File: src/include/acs_pkg.sv
// acs_pkg: constants and carriers for the audio control sequencer
// assumes a 200 MHz pclk; the analyzer read clock is sampled as a plain input
// How it works
// - a falling edge on the read clock starts a read cycle
// - each later rising edge steps the level output to the next of seven bands
// - read clock held high for the reset time clears all band holders
// - each band holder keeps the maximum peak seen since the last reset-time hold of the read clock
// - soft-mute pin or bus command start the same sloped mute ramp
// - status bit 0 is set from mute start until demute completes
// - a running ramp completes; request changes are ignored until it ends
// - ramp duration is one of three programmable times
// - writing input-selector byte 0 starts offset cancel within the alignment time
// - keep-offset bit set: byte 0 write keeps old alignment, no cancel
// - fast-charge switch stays on after reset until first byte 0 access
// - soft-step blends each step over one of four programmable times
// - test mode needs both the test entry bit and testing byte bit 0
// - volume spans +32 dB to -79.5 dB in 0.5 dB steps
// - input gain spans 0 to 15 dB in 1 dB steps
// - centre frequency selectable only on equalizer bands 1, 6 and 7
// - each equalizer band has an independent four-way quality factor
package acs_pkg;
  localparam int unsigned CLK_MHZ          = 200;
  localparam int unsigned NUM_BANDS        = 7;
  localparam int unsigned PEAK_W           = 8;
  localparam int unsigned INTRES_MS        = 3;
  localparam int unsigned INTRES_CYC       = INTRES_MS * 1000 * CLK_MHZ;
  localparam int unsigned AZ_US_X10        = 3000;  // 0.3 ms in units of 0.1 us
  localparam int unsigned AZ_CYC           = AZ_US_X10 * CLK_MHZ / 10;
  localparam int unsigned MUTE_T1_US_X100  = 48;    // 0.48 ms in 10 us units
  localparam int unsigned MUTE_T2_US_X100  = 96;
  localparam int unsigned MUTE_T3_US_X100  = 12300;
  localparam int unsigned MUTE_T1_CYC      = MUTE_T1_US_X100 * 10 * CLK_MHZ;
  localparam int unsigned MUTE_T2_CYC      = MUTE_T2_US_X100 * 10 * CLK_MHZ;
  localparam int unsigned MUTE_T3_CYC      = MUTE_T3_US_X100 * 10 * CLK_MHZ;
  localparam int unsigned STEP_T0_US       = 320;
  localparam int unsigned STEP_T1_US       = 1280;
  localparam int unsigned STEP_T2_US       = 5120;
  localparam int unsigned STEP_T3_US       = 20400;
  localparam int unsigned STEP_T0_CYC      = STEP_T0_US * CLK_MHZ;
  localparam int unsigned STEP_T1_CYC      = STEP_T1_US * CLK_MHZ;
  localparam int unsigned STEP_T2_CYC      = STEP_T2_US * CLK_MHZ;
  localparam int unsigned STEP_T3_CYC      = STEP_T3_US * CLK_MHZ;
  localparam int unsigned CNT_W            = 25;    // longest mute ramp needs 25 bits
  // register byte addresses
  localparam logic [11:0] ADDR_CTRL        = 12'h000;
  localparam logic [11:0] ADDR_STATUS      = 12'h004;
  localparam logic [11:0] ADDR_INSEL       = 12'h008;
  localparam logic [11:0] ADDR_VOLUME      = 12'h00C;
  localparam logic [11:0] ADDR_MUTECFG     = 12'h010;
  localparam logic [11:0] ADDR_STEPCFG     = 12'h014;
  localparam logic [11:0] ADDR_TEST        = 12'h018;
  localparam logic [11:0] ADDR_EQ0         = 12'h020;  // seven words from here
  // control word fields
  localparam int unsigned CTRL_KEEP_BIT    = 6;   // keep_offset_bit
  localparam int unsigned CTRL_TEST_BIT    = 7;   // test_entry_bit
  localparam int unsigned CTRL_MUTE_BIT    = 0;   // 1 requests soft mute
  // status word fields
  localparam int unsigned ST_MUTE_BIT      = 0;
  localparam int unsigned ST_AZ_BIT        = 1;
  localparam int unsigned ST_FC_BIT        = 2;
  localparam int unsigned ST_TEST_BIT      = 3;
  localparam int unsigned ST_STEP_BIT      = 4;
  // field limits
  localparam logic [7:0]  VOL_MAX_CODE     = 8'hDF;  // -79.5 dB
  localparam logic [3:0]  GAIN_RST         = 4'hF;   // 15 dB
  localparam logic [7:0]  VOL_RST          = 8'hDE;
  localparam logic [1:0]  MUTE_TIME_RST    = 2'h3;
  localparam logic [1:0]  STEP_TIME_RST    = 2'h0;

  typedef enum logic [1:0] {
    ACS_MUTE_OPEN,
    ACS_MUTE_DOWN,
    ACS_MUTE_HELD,
    ACS_MUTE_UP
  } acs_mute_st_t;

  typedef struct packed {
    logic       fsel;     // centre select, bands 1, 6, 7 only
    logic [1:0] qfac;     // four quality factors
    logic [4:0] level;
  } acs_eq_t;

  typedef struct packed {
    logic        sel;
    logic        write;
    logic [11:0] addr;
    logic [31:0] wdata;
  } acs_bus_req_t;
endpackage : acs_pkg

File: src/rtl/acs_ramp.sv
// acs_ramp: counts a programmable ramp length, one pulse when done
// assumes start is a one-cycle pulse on pclk and is ignored while busy
`timescale 1ns/1ps
module acs_ramp (
  input  wire logic                     pclk,     // clock
  input  wire logic                     presetn,  // async reset, low
  input  wire logic                     start,    // begin a ramp
  input  wire logic [acs_pkg::CNT_W-1:0] length,  // cycles to run
  output logic                          busy,     // ramp running
  output logic                          done      // last cycle pulse
);
  logic [acs_pkg::CNT_W-1:0] cnt_q;

  always_ff @(posedge pclk or negedge presetn) begin
    if (!presetn) begin
      cnt_q <= '0;
    end else if (start && cnt_q == '0) begin
      cnt_q <= length;
    end else if (cnt_q != '0) begin
      cnt_q <= cnt_q - 1'b1;
    end
  end

  assign busy = (cnt_q != '0);
  assign done = (cnt_q == {{(acs_pkg::CNT_W-1){1'b0}}, 1'b1});
endmodule : acs_ramp

File: src/rtl/acs_peak_mem.sv
// acs_peak_mem: seven band peak holders with registered read
// assumes sample bands arrive on pclk; clear wins over capture
`timescale 1ns/1ps
module acs_peak_mem (
  input  wire logic                      pclk,     // clock
  input  wire logic                      presetn,  // async reset, low
  input  wire logic                      clear,    // clear all holders
  input  wire logic [acs_pkg::NUM_BANDS*acs_pkg::PEAK_W-1:0] level_in, // band levels
  input  wire logic [2:0]                rd_idx,   // band to read
  output logic      [acs_pkg::PEAK_W-1:0] rd_data  // registered level
);
  logic [acs_pkg::PEAK_W-1:0] hold_q [acs_pkg::NUM_BANDS];

  for (genvar b = 0; b < acs_pkg::NUM_BANDS; b++) begin : g_band
    always_ff @(posedge pclk or negedge presetn) begin
      if (!presetn) begin
        hold_q[b] <= '0;
      end else if (clear) begin
        hold_q[b] <= '0;
      end else if (level_in[b*acs_pkg::PEAK_W +: acs_pkg::PEAK_W] > hold_q[b]) begin
        hold_q[b] <= level_in[b*acs_pkg::PEAK_W +: acs_pkg::PEAK_W];
      end
    end
  end

  always_ff @(posedge pclk or negedge presetn) begin
    if (!presetn) begin
      rd_data <= '0;
    end else if (rd_idx < 3'(acs_pkg::NUM_BANDS)) begin
      rd_data <= hold_q[rd_idx];
    end else begin
      rd_data <= '0;
    end
  end
endmodule : acs_peak_mem

File: src/rtl/acs_top.sv
// acs_top: audio control sequencer, APB slave plus analyzer readout
// assumes APB master on pclk; read clock and mute pin asynchronous
//
// The register addresses and the APB register port were chosen for this implementation.
`timescale 1ns/1ps
module acs_top #(
  parameter int unsigned INTRES_CYC = acs_pkg::INTRES_CYC,  // read clock reset hold
  parameter int unsigned AZ_CYC     = acs_pkg::AZ_CYC,      // alignment length
  parameter int unsigned MUTE_T1    = acs_pkg::MUTE_T1_CYC, // mute time 0
  parameter int unsigned MUTE_T2    = acs_pkg::MUTE_T2_CYC, // mute time 1
  parameter int unsigned MUTE_T3    = acs_pkg::MUTE_T3_CYC, // mute time 2
  parameter int unsigned STEP_T0    = acs_pkg::STEP_T0_CYC, // blend time 0
  parameter int unsigned STEP_T1    = acs_pkg::STEP_T1_CYC, // blend time 1
  parameter int unsigned STEP_T2    = acs_pkg::STEP_T2_CYC, // blend time 2
  parameter int unsigned STEP_T3    = acs_pkg::STEP_T3_CYC  // blend time 3
) (
  input  wire logic        pclk,                // clock
  input  wire logic        presetn,             // async reset, low
  input  wire logic        psel,                // apb select
  input  wire logic        penable,             // apb enable
  input  wire logic        pwrite,              // apb direction
  input  wire logic [11:0] paddr,               // apb address
  input  wire logic [31:0] pwdata,              // apb write data
  output logic      [31:0] prdata,              // apb read data
  output logic             pready,              // apb ready
  output logic             pslverr,             // apb error
  input  wire logic        analyzer_read_clock, // host read clock
  input  wire logic        soft_mute_pin,       // low requests mute
  input  wire logic [acs_pkg::NUM_BANDS*acs_pkg::PEAK_W-1:0] band_level, // rectified bands
  output logic [acs_pkg::PEAK_W-1:0] analyzer_level_out, // selected band level
  output logic             mute_active,         // status bit 0 mirror
  output logic             mute_gain_down,      // ramp toward mute
  output logic             offset_cancel,       // alignment running
  output logic             common_input_return, // fast-charge switch on
  output logic             soft_step_busy,      // blend running
  output logic             test_mode,           // test signals to mix pin
  output logic [3:0]       input_gain,          // 0..15 dB
  output logic [7:0]       volume_code,         // +32..-79.5 dB
  output logic [acs_pkg::NUM_BANDS*8-1:0] eq_cfg // packed band settings
);
  // ---------- apb ----------
  acs_pkg::acs_bus_req_t req;
  logic access, wr_en, rd_en, mapped;
  assign req      = '{sel: psel, write: pwrite, addr: paddr, wdata: pwdata};
  assign access   = req.sel && penable;
  assign pready   = 1'b1;
  assign wr_en    = access && req.write && mapped;
  // read data registered in setup so it stands through the access edge
  assign rd_en    = req.sel && !penable && !req.write;
  assign pslverr  = access && !mapped;

  logic [7:0] ctrl_q, insel_q, volume_q, test_q;
  logic [2:0] mutecfg_q;
  logic [2:0] stepcfg_q;
  acs_pkg::acs_eq_t eq_q [acs_pkg::NUM_BANDS];
  logic eq_hit;
  logic [2:0] eq_idx;

  assign eq_idx = 3'(req.addr[4:2]);
  assign eq_hit = (req.addr >= acs_pkg::ADDR_EQ0) && (req.addr[11:5] == acs_pkg::ADDR_EQ0[11:5])
                  && (eq_idx < 3'(acs_pkg::NUM_BANDS)) && (req.addr[1:0] == 2'h0);

  always_comb begin
    mapped = 1'b1;
    unique case (req.addr)
      acs_pkg::ADDR_CTRL, acs_pkg::ADDR_STATUS, acs_pkg::ADDR_INSEL, acs_pkg::ADDR_VOLUME,
      acs_pkg::ADDR_MUTECFG, acs_pkg::ADDR_STEPCFG, acs_pkg::ADDR_TEST: mapped = 1'b1;
      default: mapped = eq_hit;
    endcase
  end

  // ---------- config registers ----------
  logic insel_wr;
  assign insel_wr = wr_en && req.addr == acs_pkg::ADDR_INSEL;

  always_ff @(posedge pclk or negedge presetn) begin
    if (!presetn) begin
      ctrl_q    <= 8'h00;
      insel_q   <= {1'b1, acs_pkg::GAIN_RST, 3'h0};
      volume_q  <= acs_pkg::VOL_RST;
      test_q    <= 8'h00;
      mutecfg_q <= {acs_pkg::MUTE_TIME_RST, 1'b1};
      stepcfg_q <= {acs_pkg::STEP_TIME_RST, 1'b0};
    end else if (wr_en) begin
      unique case (req.addr)
        acs_pkg::ADDR_CTRL:    ctrl_q    <= req.wdata[7:0];
        acs_pkg::ADDR_INSEL:   insel_q   <= req.wdata[7:0];
        acs_pkg::ADDR_VOLUME: begin
          if (req.wdata[7:0] <= acs_pkg::VOL_MAX_CODE) begin
            volume_q <= req.wdata[7:0];
          end else begin
            volume_q <= acs_pkg::VOL_MAX_CODE;
          end
        end
        acs_pkg::ADDR_MUTECFG: mutecfg_q <= req.wdata[2:0];
        acs_pkg::ADDR_STEPCFG: stepcfg_q <= req.wdata[2:0];
        acs_pkg::ADDR_TEST:    test_q    <= req.wdata[7:0];
        default: ;
      endcase
    end
  end

  for (genvar b = 0; b < acs_pkg::NUM_BANDS; b++) begin : g_eq
    always_ff @(posedge pclk or negedge presetn) begin
      if (!presetn) begin
        eq_q[b] <= '0;
      end else if (wr_en && eq_hit && eq_idx == 3'(b)) begin
        eq_q[b].qfac  <= req.wdata[6:5];
        eq_q[b].level <= req.wdata[4:0];
        // only bands 1, 6, 7 keep a centre select
        eq_q[b].fsel  <= (b == 0 || b == 5 || b == 6) ? req.wdata[7] : 1'b0;
      end
    end
    assign eq_cfg[b*8 +: 8] = eq_q[b];
  end

  assign input_gain  = insel_q[6:3];
  assign volume_code = volume_q;
  assign test_mode   = ctrl_q[acs_pkg::CTRL_TEST_BIT] && test_q[0];

  // ---------- offset cancel and fast charge ----------
  logic az_start, az_busy, az_done, fc_q;
  assign az_start = insel_wr && !ctrl_q[acs_pkg::CTRL_KEEP_BIT];

  acs_ramp u_az (
    .pclk    (pclk),
    .presetn (presetn),
    .start   (az_start),
    .length  (acs_pkg::CNT_W'(AZ_CYC)),
    .busy    (az_busy),
    .done    (az_done)
  );
  assign offset_cancel = az_busy;

  always_ff @(posedge pclk or negedge presetn) begin
    if (!presetn) begin
      fc_q <= 1'b1;
    end else if (access && req.addr == acs_pkg::ADDR_INSEL) begin
      fc_q <= 1'b0;
    end
  end
  assign common_input_return = fc_q;

  // ---------- soft mute ----------
  logic [2:0] smp_q;
  logic       smp_req;
  logic       mute_req;
  acs_pkg::acs_mute_st_t mst_q;
  logic m_start, m_busy, m_done;
  logic [acs_pkg::CNT_W-1:0] m_len;

  always_ff @(posedge pclk or negedge presetn) begin
    if (!presetn) begin
      smp_q   <= 3'h7;
      smp_req <= 1'b0;
    end else begin
      smp_q <= {smp_q[1:0], soft_mute_pin};
      if (smp_q[2] == smp_q[1]) begin
        smp_req <= !smp_q[2];
      end
    end
  end

  // mute config bit 0 low is a bus mute command
  assign mute_req = smp_req || !mutecfg_q[0] || ctrl_q[acs_pkg::CTRL_MUTE_BIT];

  always_comb begin
    unique case (mutecfg_q[2:1])
      2'h0:    m_len = acs_pkg::CNT_W'(MUTE_T1);
      2'h1:    m_len = acs_pkg::CNT_W'(MUTE_T2);
      default: m_len = acs_pkg::CNT_W'(MUTE_T3);
    endcase
  end

  assign m_start = (mst_q == acs_pkg::ACS_MUTE_OPEN && mute_req)
                || (mst_q == acs_pkg::ACS_MUTE_HELD && !mute_req);

  acs_ramp u_mute (
    .pclk    (pclk),
    .presetn (presetn),
    .start   (m_start),
    .length  (m_len),
    .busy    (m_busy),
    .done    (m_done)
  );

  always_ff @(posedge pclk or negedge presetn) begin
    if (!presetn) begin
      mst_q <= acs_pkg::ACS_MUTE_OPEN;
    end else begin
      unique case (mst_q)
        acs_pkg::ACS_MUTE_OPEN: if (mute_req) mst_q <= acs_pkg::ACS_MUTE_DOWN;
        acs_pkg::ACS_MUTE_DOWN: if (m_done) mst_q <= acs_pkg::ACS_MUTE_HELD;
        acs_pkg::ACS_MUTE_HELD: if (!mute_req) mst_q <= acs_pkg::ACS_MUTE_UP;
        acs_pkg::ACS_MUTE_UP:   if (m_done) mst_q <= acs_pkg::ACS_MUTE_OPEN;
      endcase
    end
  end

  assign mute_active    = (mst_q != acs_pkg::ACS_MUTE_OPEN);
  assign mute_gain_down = (mst_q == acs_pkg::ACS_MUTE_DOWN) || (mst_q == acs_pkg::ACS_MUTE_HELD);

  // ---------- soft step ----------
  logic s_start;
  logic [acs_pkg::CNT_W-1:0] s_len;
  always_comb begin
    unique case (stepcfg_q[2:1])
      2'h0: s_len = acs_pkg::CNT_W'(STEP_T0);
      2'h1: s_len = acs_pkg::CNT_W'(STEP_T1);
      2'h2: s_len = acs_pkg::CNT_W'(STEP_T2);
      2'h3: s_len = acs_pkg::CNT_W'(STEP_T3);
    endcase
  end
  assign s_start = stepcfg_q[0] && wr_en && req.addr == acs_pkg::ADDR_VOLUME;

  acs_ramp u_step (
    .pclk    (pclk),
    .presetn (presetn),
    .start   (s_start),
    .length  (s_len),
    .busy    (soft_step_busy),
    .done    ()
  );

  // ---------- analyzer readout ----------
  logic [2:0] sac_q;
  logic       sac_lvl_q;
  logic       sac_fall, sac_rise;
  logic [2:0] band_q;
  logic       cyc_q;
  logic [acs_pkg::CNT_W-1:0] hi_cnt_q;
  logic       sa_clear;

  always_ff @(posedge pclk or negedge presetn) begin
    if (!presetn) begin
      sac_q     <= 3'h7;
      sac_lvl_q <= 1'b1;
    end else begin
      sac_q <= {sac_q[1:0], analyzer_read_clock};
      if (sac_q[2] == sac_q[1]) begin
        sac_lvl_q <= sac_q[2];
      end
    end
  end
  assign sac_fall = (sac_q[2] == sac_q[1]) && !sac_q[2] && sac_lvl_q;
  assign sac_rise = (sac_q[2] == sac_q[1]) && sac_q[2] && !sac_lvl_q;

  always_ff @(posedge pclk or negedge presetn) begin
    if (!presetn) begin
      cyc_q  <= 1'b0;
      band_q <= 3'h7;
    end else if (sac_fall && !cyc_q) begin
      cyc_q  <= 1'b1;
      band_q <= 3'h7;
    end else if (sac_rise && cyc_q) begin
      band_q <= (band_q == 3'h7 || band_q == 3'(acs_pkg::NUM_BANDS - 1)) ? 3'h0 : band_q + 3'h1;
    end else if (sa_clear) begin
      cyc_q <= 1'b0;
    end
  end

  always_ff @(posedge pclk or negedge presetn) begin
    if (!presetn) begin
      hi_cnt_q <= '0;
    end else if (!sac_lvl_q) begin
      hi_cnt_q <= '0;
    end else if (hi_cnt_q != acs_pkg::CNT_W'(INTRES_CYC)) begin
      hi_cnt_q <= hi_cnt_q + 1'b1;
    end
  end
  assign sa_clear = sac_lvl_q && hi_cnt_q == acs_pkg::CNT_W'(INTRES_CYC - 1);

  acs_peak_mem u_peak (
    .pclk     (pclk),
    .presetn  (presetn),
    .clear    (sa_clear),
    .level_in (band_level),
    .rd_idx   (band_q),
    .rd_data  (analyzer_level_out)
  );

  // ---------- read mux ----------
  always_ff @(posedge pclk or negedge presetn) begin
    if (!presetn) begin
      prdata <= 32'h0000_0000;
    end else if (rd_en) begin
      unique case (req.addr)
        acs_pkg::ADDR_CTRL:    prdata <= {24'h000000, ctrl_q};
        acs_pkg::ADDR_STATUS:  prdata <= {27'h0, soft_step_busy, test_mode, fc_q, az_busy, mute_active};
        acs_pkg::ADDR_INSEL:   prdata <= {24'h000000, insel_q};
        acs_pkg::ADDR_VOLUME:  prdata <= {24'h000000, volume_q};
        acs_pkg::ADDR_MUTECFG: prdata <= {29'h0, mutecfg_q};
        acs_pkg::ADDR_STEPCFG: prdata <= {29'h0, stepcfg_q};
        acs_pkg::ADDR_TEST:    prdata <= {24'h000000, test_q};
        default:               prdata <= eq_hit ? {24'h000000, eq_q[eq_idx]} : 32'h0000_0000;
      endcase
    end
  end

  // ---------- checks ----------
  mute_hold_a: assert property (@(posedge pclk) disable iff (!presetn)
    (mst_q == acs_pkg::ACS_MUTE_DOWN && !m_done) |=> mst_q == acs_pkg::ACS_MUTE_DOWN)
    else $error("mute ramp left early");
  mute_status_a: assert property (@(posedge pclk) disable iff (!presetn)
    $rose(mute_req) && mst_q == acs_pkg::ACS_MUTE_OPEN |=> mute_active)
    else $error("status not set on mute");
  az_keep_a: assert property (@(posedge pclk) disable iff (!presetn)
    insel_wr && ctrl_q[acs_pkg::CTRL_KEEP_BIT] && !az_busy |=> !az_busy)
    else $error("cancel started with keep bit");
  az_start_a: assert property (@(posedge pclk) disable iff (!presetn)
    insel_wr && !ctrl_q[acs_pkg::CTRL_KEEP_BIT] |=> az_busy)
    else $error("cancel not started");
  fc_release_a: assert property (@(posedge pclk) disable iff (!presetn)
    access && req.addr == acs_pkg::ADDR_INSEL |=> !common_input_return)
    else $error("fast charge not released");
  test_entry_a: assert property (@(posedge pclk) disable iff (!presetn)
    test_mode |-> ctrl_q[acs_pkg::CTRL_TEST_BIT] && test_q[0])
    else $error("test mode without both bits");
  band_step_a: assert property (@(posedge pclk) disable iff (!presetn)
    sac_rise && cyc_q && band_q < 3'h6 |=> band_q == $past(band_q) + 3'h1 || $past(band_q) == 3'h7)
    else $error("band did not step");
  cycle_start_a: assert property (@(posedge pclk) disable iff (!presetn)
    sac_fall && !cyc_q |=> cyc_q && band_q == 3'h7)
    else $error("read cycle not started");
  vol_range_a: assert property (@(posedge pclk) disable iff (!presetn)
    volume_q <= acs_pkg::VOL_MAX_CODE)
    else $error("volume out of range");
  eq_fixed_a: assert property (@(posedge pclk) disable iff (!presetn)
    !eq_q[1].fsel && !eq_q[2].fsel && !eq_q[3].fsel && !eq_q[4].fsel)
    else $error("fixed band has centre select");

  mute_cycle_c: cover property (@(posedge pclk) disable iff (!presetn)
    mst_q == acs_pkg::ACS_MUTE_UP ##1 mst_q == acs_pkg::ACS_MUTE_OPEN);
  sa_clear_c: cover property (@(posedge pclk) disable iff (!presetn) sa_clear);
  az_run_c: cover property (@(posedge pclk) disable iff (!presetn) az_done);
  step_c: cover property (@(posedge pclk) disable iff (!presetn) s_start);
endmodule : acs_top

File: config.mk
export PLATFORM = sky130hd
export DESIGN_NAME = acs_top
export DESIGN_NICKNAME = d
export VERILOG_FILES = /design/src/include/acs_pkg.sv /design/src/rtl/acs_ramp.sv /design/src/rtl/acs_peak_mem.sv /design/src/rtl/acs_top.sv
export SDC_FILE = /design/constraint.sdc
export NUM_CORES = 1
export LEC_CHECK = 0
export BUFFER_PORTS_ARGS = -buffer_cell sky130_fd_sc_hd__buf_2
export CORE_AREA = 2 2 212 214
export DETAILED_ROUTE_END_ITERATION = 8
export DIE_AREA = 0 0 214 216
export PLACE_DENSITY = 0.65
export SLEW_MARGIN = 20
export SYNTH_ARGS = -nofsm -noshare
export SYNTH_HDL_FRONTEND = slang
export SYNTH_SLANG_ARGS = --single-unit
File: constraint.sdc
create_clock -name pclk -period 2.7 [get_ports pclk]
set_clock_uncertainty 0.15 [all_clocks]
set_input_delay 0.27 -clock pclk [delete_from_list [all_inputs] [get_ports pclk]]
set_output_delay 0.27 -clock pclk [all_outputs]
set_load 0.05 [all_outputs]
==> impl_metrics.toml, run 1 <==
[timing]
rsz0062_at_grt = "true"
fin_setup_tns_ns = -0.497
min_period_over_period = 1.12
layout_setup_ws_ns = -0.316
hold_ws_ns = 0.0355
period_needed_ns = 3.02
hold_viol_final = 0
worstMarginPinSlew_ns = 0.932
finalMaxSlewViolations = 0
max_freq_mhz = 332
setup_violations = 5
maxSlewHeadroom = 0.375

[detailed_routing]
drtAntennaViolNets = 0
highest_layer = "met4"
drtIter0Drc = 719
drt_drc_violations_left = 0
first_pass_iters = 5
wl_met2_um = 19400
routed-wl-met3_um = 1800
via_per_inst = 5.26
wl_um = 41500
m1WireLength_um = 18900
vias = 12800
wl_per_cell_um = 17.1

[setup_path]
regToRegSetupSlack_ns = -0.01
end_kind = "output port"
cp_slowest_cell = "or4_4"
start_kind = "flop"
required_ns = 2.28
worstSetupPathType = "flop to output port"
path_buf_inv = 2
cp_cell_sequence = "inv_1, ha_2, or4b_4, nand4b_1, or4_4, buf_12"
critPathMaxStageDelay_ns = 0.54
arrival_ns = 2.60
crit_path_max_fanout = 3
cp_top_family = "simple AND/OR/NAND/NOR gates"

[global_routing]
grt_pass1_wl_um = 67400
grt_overflow = 0
grt_usage = 0.176
antenna_found_initial = 0
grt_pass1_vias = 12900
grt_max_degree = 89

[cells_and_area]
fillCellCount = 4090
drive_above_1_share = 0.261
diodes = 0
area.growth.synth_to_final_pct = 25.6
final_nets = 1995

[logic_synthesis]
synthFlopType = "dfrtp_1"
avgSynthCellArea_sq_um = 10.1
synth_xor_xnor_area_share = 0.0401
netlist_area_sq_um = 15300
synth_edf_count = 0
synthTopCellsByArea = "dfrtp_1 (41%), ha_1 (6.3%), mux2_2 (6.3%)"
synth_compound_area_frac = 0.118
synth_top_family_by_area = "simple AND/OR/NAND/NOR gates"
ys_ff_latch = 277
synth_cells = 1507
synthMuxAreaShare = 0.109
synth.largest_area_cell = "dfrtp_1"
netlist.area_leader.share = 0.413
synthDistinctLibCells = 70
synth.yosys.seq_area_share = 0.456
yosys_warnings = 0
yosys.area_share.simple = 0.163
synth_fa_ha_area_frac = 0.0630
synthArstFlopShare = 1.00

[cts]
htreeDepth = 1
cts_tree = "done"
clock_path_buffers = 3
cts_sinks = 277
cts_root_buf = "clkbuf_16"
cts.clk_slew.worst_paths_ns = 0.06
insertion_delay_ns = 0.59
numCtsBuffers = 31

[status]
violations = "setup timing"
status = "finished with violations"

[power_and_ir_drop]
power_density_nw_per_um2 = 723
peakVddDrop_uv = 539
leakage_uw = 0.00875

[hold_path]
hold_class = "input port to flop"

[die]
io_pins = 223
die_h_um = 216
rows = 77
die_x_um = 214
core_sq_um = 43800
initial_core_util = 0.349
die_area_sq_um = 46200

[flow_run]
drv_cap = 0

[place]
port_buffers = 169
dp_hpwl_um = 29600
dp_slack_ns = -0.103
gp_congestion = 0.877
[final timing paths]
kind                                  from                to  cells past startpoint
setup / recovery           u_step.cnt_q[1]    soft_step_busy                      6
hold / removal                   pwdata[6]        insel_q[6]                      2
setup reg to reg           u_step.cnt_q[1]  u_step.cnt_q[18]                     10
hold reg to reg                   smp_q[0]          smp_q[1]                      0
max in group asynchronous          presetn    volume_code[4]                      3
min in group asynchronous          presetn  u_mute.cnt_q[16]                      2
[sequential cells by signal (all words and copies together), names as in the netlist, 8 cells and up]
| name | cells |
|---|---|
| test_q | 8 |
| u_peak.rd_data | 8 |
| u_az.cnt_q | 25 |
| u_step.cnt_q | 25 |
| volume_code | 8 |
| u_peak.hold_q | 56 |
| eq_cfg | 52 |
| u_mute.cnt_q | 25 |
| prdata | 8 |
| insel_q | 8 |
| ctrl_q | 8 |
| hi_cnt_q | 25 |
[cell usage after synthesis, types with 41 or more instances]
library cell  count
a21oi_1         115
clkbuf_1         41
dfrtp_1         252
ha_1             77
inv_1            86
mux2_2           85
nand2_1          63
nand3_1          95
nor2_1           87
o21ai_0         109
xnor2_1          43
[cell usage in the layout, fill, tap and decap left out, types with 70 or more instances in the layout]
cell and count:
o21ai_0 109, a21oi_1 111, buf_4 83, mux2_2 85, inv_1 85, ha_1 76
dlygate4sd3_1 70, nand3_1 93, buf_2 166, nor2_1 85, dfrtp_1 252
[final cells by class]
type,count,area (sq um),share of cell area
Clock inverter,16,230,0.0120
Inverter,86,325,0.0169
Multi-Input combinational cell,1087,7780,0.405
Timing Repair Buffer,328,2310,0.120
Sequential cell,277,6960,0.363
Tap cell,592,741,0.0386
Clock buffer,42,857,0.0446
[power breakdown]
group | switching, uW | internal [uW]
clock network | 1790 | 2710
logic | 2490 | 1590
registers | 553 | 4750
[kinds of logic after synthesis]
| kind of cell | count (synthesis) |
|---|---|
| buffers and inverters | 170 |
| other | 2 |
| DFF | 277 |
| AOI/OAI and AO/OA | 314 |
| adders and majority gates | 77 |
| muxes | 134 |
| and+or+nand+nor | 463 |
| xor gates and xnor gates | 70 |
[stage by stage]
step / instances / utilization / area [sq um] / total power [uW]
final: 2428 / 0.438 / 19200 / 13900
after global routing: 2428 / 0.438 / 19200 / 14700
after CTS: 2424 / 0.436 / 19100 / 14000
after detailed placement: 2290 / 0.393 / 17200 / 9320
after global placement: 2290 / 0.393 / 17200 / 9150
after floorplan: 1534 / - / 15400 / 8150
[per-layer routing]
| metal | vias up | global-route usage |
|---|---|---|
| met5 | - | 0 |
| met4 | 0 | 0.0606 |
| met3 | 89 | 0.0204 |
| met2 | 346 | 0.284 |
| met1 | 6322 | 0.244 |
| li1 | 6006 | - |
[repair_timing]
item / in CTS / in global routing
gates resized for setup: 17 / 10
setup buffers: 6 / 4
pin swaps: 3 / 1
endpoints found under the setup margin: 2 / 8
hold buffers: 70 / 0
endpoints found under the hold margin: 194 / 0
Power figures use the tool's default switching activity.
==> inputs of run 2 (changes only) <==
--- a/constraint.sdc
+++ b/constraint.sdc
@@ -3,3 +3,3 @@
 set_input_delay 0.27 -clock pclk [delete_from_list [all_inputs] [get_ports pclk]]
 set_output_delay 0.27 -clock pclk [all_outputs]
-set_load 0.05 [all_outputs]
+set_load 0.01 [all_outputs]
==> impl_metrics.toml, run 2 (same netlist as run 1, synthesis figures left out) <==
[status]
status = "finished with violations"
violations = "setup timing"

[die]
io_pins = 223
core_sq_um = 43800
die_h_um = 216
rows = 77
initial_core_util = 0.349
die_x_um = 214
die_area_sq_um = 46200

[timing]
layout_setup_ws_ns = -0.368
hold_viol_final = 0
finalMaxSlewViolations = 0
setup_violations = 9
min_period_over_period = 1.14
worstMarginPinSlew_ns = 0.860
fin_setup_tns_ns = -1.04
max_freq_mhz = 326
period_needed_ns = 3.07
rsz0062_at_grt = "true"
maxSlewHeadroom = 0.423

[global_routing]
grt_pass1_vias = 12800
grt_pass1_wl_um = 66500
grt_overflow = 0
grt_max_degree = 85
grt_usage = 0.173
antenna_found_initial = 1

[setup_path]
start_kind = "flop"
cp_cell_sequence = "inv_1, ha_2, or4b_4, nand4b_1, or4_4, buf_6"
regToRegSetupSlack_ns = -0.11
crit_path_max_fanout = 2
path_buf_inv = 2
cp_slowest_cell = "or4_4"
end_kind = "output port"
cp_top_family = "simple AND/OR/NAND/NOR gates"
worstSetupPathType = "flop to output port"
rr_endpoint = "u_step.cnt_q[4]"
required_ns = 2.28
arrival_ns = 2.65
r2r_cells = 10
critPathMaxStageDelay_ns = 0.62
rr_startpoint = "u_step.cnt_q[1]"

[cells_and_area]
area.growth.synth_to_final_pct = 25.8
final_nets = 2003
layout_commonest_cell = "dfrtp_1"
drive_above_1_share = 0.260
largest_reg_flops = 56
final_cell_area_sq_um = 19200
top_register = "u_peak.hold_q"
final_cell_mix = "dfrtp_1 (252), buf_2 (166), a21oi_1 (111), o21ai_0 (109), nand3_1 (93)"
stdcell_count = 2436
fillCellCount = 4070

[detailed_routing]
drtIter0Drc = 711
wl_um = 40800
via_per_inst = 5.24
first_pass_iters = 5
vias = 12800
drtAntennaViolNets = 0
wl_per_cell_um = 16.7
drt_drc_violations_left = 0

[power_and_ir_drop]
intPower_uw = 8880
switching_share = 0.332
power_density_nw_per_um2 = 691
leakage_uw = 0.00877
switchingPower_uw = 4410
share_seq_of_total_power = 0.395
p_clk_frac = 0.325
peakVddDrop_uv = 536
combPwrFrac = 0.280
power_uw = 13300

[place]
dp_hpwl_um = 29000
dp.cells = 2291
postPlaceCellArea_sq_um = 17300
port_buffers = 169
dp_slack_ns = -0.226
gp_congestion = 0.862

[cts]
cts_root_buf = "clkbuf_16"
cts.clk_slew.worst_paths_ns = 0.06
numCtsBuffers = 31
clock_path_buffers = 3
cts_sinks = 277
insertion_delay_ns = 0.60
htreeDepth = 1
cts_tree = "done"

[hold_path]
whs_path_depth = 3
min-delay-start = "pwdata[0]"
hold-path-endpoint = "volume_code[0]"
hold_class = "input port to flop"

[flow_run]
drv_cap = 0
-- run 2: cell types whose count changed in the layout (fill, tap and decap cells not counted), moves of 2 or more --
| cell | delta |
|---|---|
| buf_12 | +3 |
| buf_4 | +3 |
| buf_6 | +2 |
| bufinv_16 | -3 |
| a21oi_2 | +2 |
| a21oi_4 | -2 |
| clkbuf_1 | +3 |
| clkinv_2 | -7 |
| clkinvlp_4 | +2 |
| clkbuf_8 | +4 |
-- run 2: area by class of cell --
type | instances | area (sq um) | share of cell area
Clock inverter | 8 | 120 | 0.00625
Antenna cell | 1 | 2.50 | 0.000130
Clock buffer | 49 | 923 | 0.0480
Timing Repair Buffer | 336 | 2410 | 0.125
Inverter | 86 | 323 | 0.0168
Tap cell | 592 | 741 | 0.0385
Multi-Input combinational cell | 1087 | 7750 | 0.403
Sequential cell | 277 | 6960 | 0.362
-- run 2: repair_timing --
action	4_1_cts	5_1_grt
hold buffers	71	0
endpoints found under the hold margin	177	0
endpoints found under the setup margin	2	22
buffers inserted	6	11
gates resized for setup	8	14
pin swaps	2	6
-- run 2: worst min-delay path: stages --
cell	delay, ns
buf_2	0.23
nor2_1	0.15
o21ai_0	0.09
-- run 2: through the flow --
stage | hold slack, ns | util
after floorplan | -0.176 | -
after global placement | 0.163 | 0.394
after detailed placement | 0.176 | 0.394
after CTS | 0.0127 | 0.436
after global routing | 0.0347 | 0.439
final | 0.0482 | 0.439
-- run 2: worst max path at each step --
stage,start,end,slack [ns],cells after the start
floorplan,paddr[1],eq_cfg[7],-0.04,7
CTS,u_step.cnt_q[17],soft_step_busy,-0.38,4
global placement,paddr[1],eq_cfg[13],-0.19,7
global route,u_step.cnt_q[0],soft_step_busy,-0.44,6
finish,u_step.cnt_q[1],soft_step_busy,-0.37,6
detailed placement,paddr[1],eq_cfg[14],-0.23,7
-- run 2: power by group through the flow --
stage                     Sequential, uW  Clock (uW)  Combinational [uW]
after floorplan                     5120           0                2640
after global placement              5300           0                3490
after detailed placement            5320           0                3610
after CTS                           5250        4440                3710
after global routing                5310        4600                4240
final                               5250        4320                3720
-- run 2: per-layer routing --
metal	global-route usage	vias up	share of wire
li1	-	6023	-
met1	0.231	6305	0.44
met2	0.285	347	0.47
met3	0.0297	98	0.058
met4	0.0604	0	0.031
met5	0	-	0
==> inputs of run 3 (changes only) <==
Settings changed: SETUP_SLACK_MARGIN from default to 0.4.
==> impl_metrics.toml, run 3 (same netlist as run 1, synthesis figures left out) <==
[die]
die_h_um = 216
die_x_um = 214
rows = 77
die_area_sq_um = 46200
initial_core_util = 0.349
io_pins = 223
core_sq_um = 43800

[cells_and_area]
diodes = 0
regArea_sq_um = 6970
fillCellCount = 3952
drive_above_1_share = 0.344
largest_reg_flops = 56
final_cell_area_sq_um = 20400
layout_commonest_cell = "dfrtp_1"
final_nets = 2033
final_cell_mix = "dfrtp_1 (250), buf_2 (167), buf_4 (101), o21ai_0 (94), nand3_1 (90)"
multi_input_comb_area_sq_um = 8510
area.growth.synth_to_final_pct = 33.4
top_register = "u_peak.hold_q"

[detailed_routing]
drtIter0Drc = 846
vias = 13100
wl_um = 43700
drtAntennaViolNets = 0
drt_drc_violations_left = 0
via_per_inst = 5.33
wl_per_cell_um = 17.7
first_pass_iters = 5

[global_routing]
grt_max_degree = 75
grt_usage = 0.179
grt_pass1_vias = 13200
grt_overflow = 0
grt_pass1_wl_um = 68300
antenna_found_initial = 0

[place]
dp_hpwl_um = 29000
postPlaceCellArea_sq_um = 17300
port_buffers = 169
gp_congestion = 0.885

[setup_path]
critPathMaxStageDelay_ns = 0.56
end_kind = "output port"
cp_slowest_cell = "or4_4"
rr_startpoint = "u_step.cnt_q[18]"
arrival_ns = 2.55
cp_cell_sequence = "or4_4, or3_4, or4_4, buf_6"
crit_path_start = "u_step.cnt_q[18]"
worstSetupPathType = "flop to output port"
required_ns = 2.28
start_kind = "flop"
r2r_cells = 7
cp_common_cell = "or4_4"
regToRegSetupSlack_ns = 0.08
crit_path_max_fanout = 2
critPathCapture = "soft_step_busy"
rr_endpoint = "u_step.cnt_q[4]"

[power_and_ir_drop]
power_uw = 14000
intPower_uw = 9230
p_clk_frac = 0.319
share_seq_of_total_power = 0.381
peakVddDrop_uv = 546
switching_share = 0.341
power_density_nw_per_um2 = 687
combPwrFrac = 0.300
switchingPower_uw = 4790
leakage_uw = 0.00916

[cts]
htreeDepth = 1
cts_tree = "done"
cts.clk_slew.worst_paths_ns = 0.06
cts_root_buf = "clkbuf_16"
clock_path_buffers = 3
numCtsBuffers = 31
cts_sinks = 277
insertion_delay_ns = 0.59

[timing]
max_freq_mhz = 336
setup_violations = 2
layout_setup_ws_ns = -0.273
maxSlewHeadroom = 0.528
min_period_over_period = 1.10
worstMarginPinSlew_ns = 0.704
rsz0062_at_grt = "true"
period_needed_ns = 2.97
hold_viol_final = 0
finalMaxSlewViolations = 0

[status]
violations = "setup timing"
status = "finished with violations"

[flow_run]
drv_cap = 0

[hold_path]
hold_class = "input port to flop"
min-delay-start = "pwdata[6]"
## run 3: how the worst min path moves through the flow
stage,end,slack [ns],depth (start not counted)
finish,insel_q[6],0.05,2
global route,insel_q[6],0.04,2
CTS,prdata[2],0.02,4
detailed placement,u_peak.hold_q[32],0.13,1
global placement,u_peak.hold_q[32],0.12,1
floorplan,ctrl_q[0],-0.18,0
## run 3: metrics by stage
step           setup TNS, ns   util  setup WS (ns)  std cells  hold WS, ns
2_1_floorplan         -0.425      -        -0.0430       1534       -0.176
3_3_place_gp           -2.22  0.396         -0.138       2282        0.122
3_5_place_dp           -3.34  0.396         -0.187       2282        0.127
4_1_cts               -0.434  0.448         -0.285       2441       0.0155
5_1_grt               -0.493  0.465         -0.319       2466       0.0421
6_report              -0.392  0.465         -0.273       2466       0.0456
## run 3: power groups by stage
stage	logic [uW]	registers (uW)	clock network [uW]
after global routing	4690	5410	4740
after CTS	3700	5310	4550
after global placement	3440	5350	0
after detailed placement	3590	5380	0
final	4210	5340	4480
after floorplan	2650	5120	0
## run 3: worst max-delay path: cells and delay by family, from the launching register on
kind,cells,cell delay (ns)
and+or+nand+nor,3,1.44
DFF,1,0.38
buffers and inverters,1,0.14
## run 3: per-layer routing
layer  GRT usage  routed length, um  share of wire  vias to the layer above
met1       0.233              18900           0.43                     6567
li1            -                  -              -                     6105
met2       0.296              21100           0.48                      375
met3      0.0334               2440          0.056                       96
met5           0                  0              0                        -
met4      0.0648               1230          0.028                        0
## run 3: cell type report
class / instances / share of cell area
Multi-Input combinational cell: 1087 / 0.417
Inverter: 86 / 0.0158
Clock inverter: 10 / 0.00705
Timing Repair Buffer: 366 / 0.136
Tap cell: 592 / 0.0363
Clock buffer: 48 / 0.0461
Sequential cell: 277 / 0.342
## run 3: repair_timing
| action | 4_1_cts | 5_1_grt |
|---|---|---|
| endpoints found under the hold margin | 186 | 0 |
| buffers inserted | 26 | 20 |
| resized for setup | 59 | 118 |
| cloned | 4 | 5 |
| hold buffers | 71 | 0 |
| pin swaps | 17 | 14 |
| endpoints found under the setup margin | 114 | 138 |
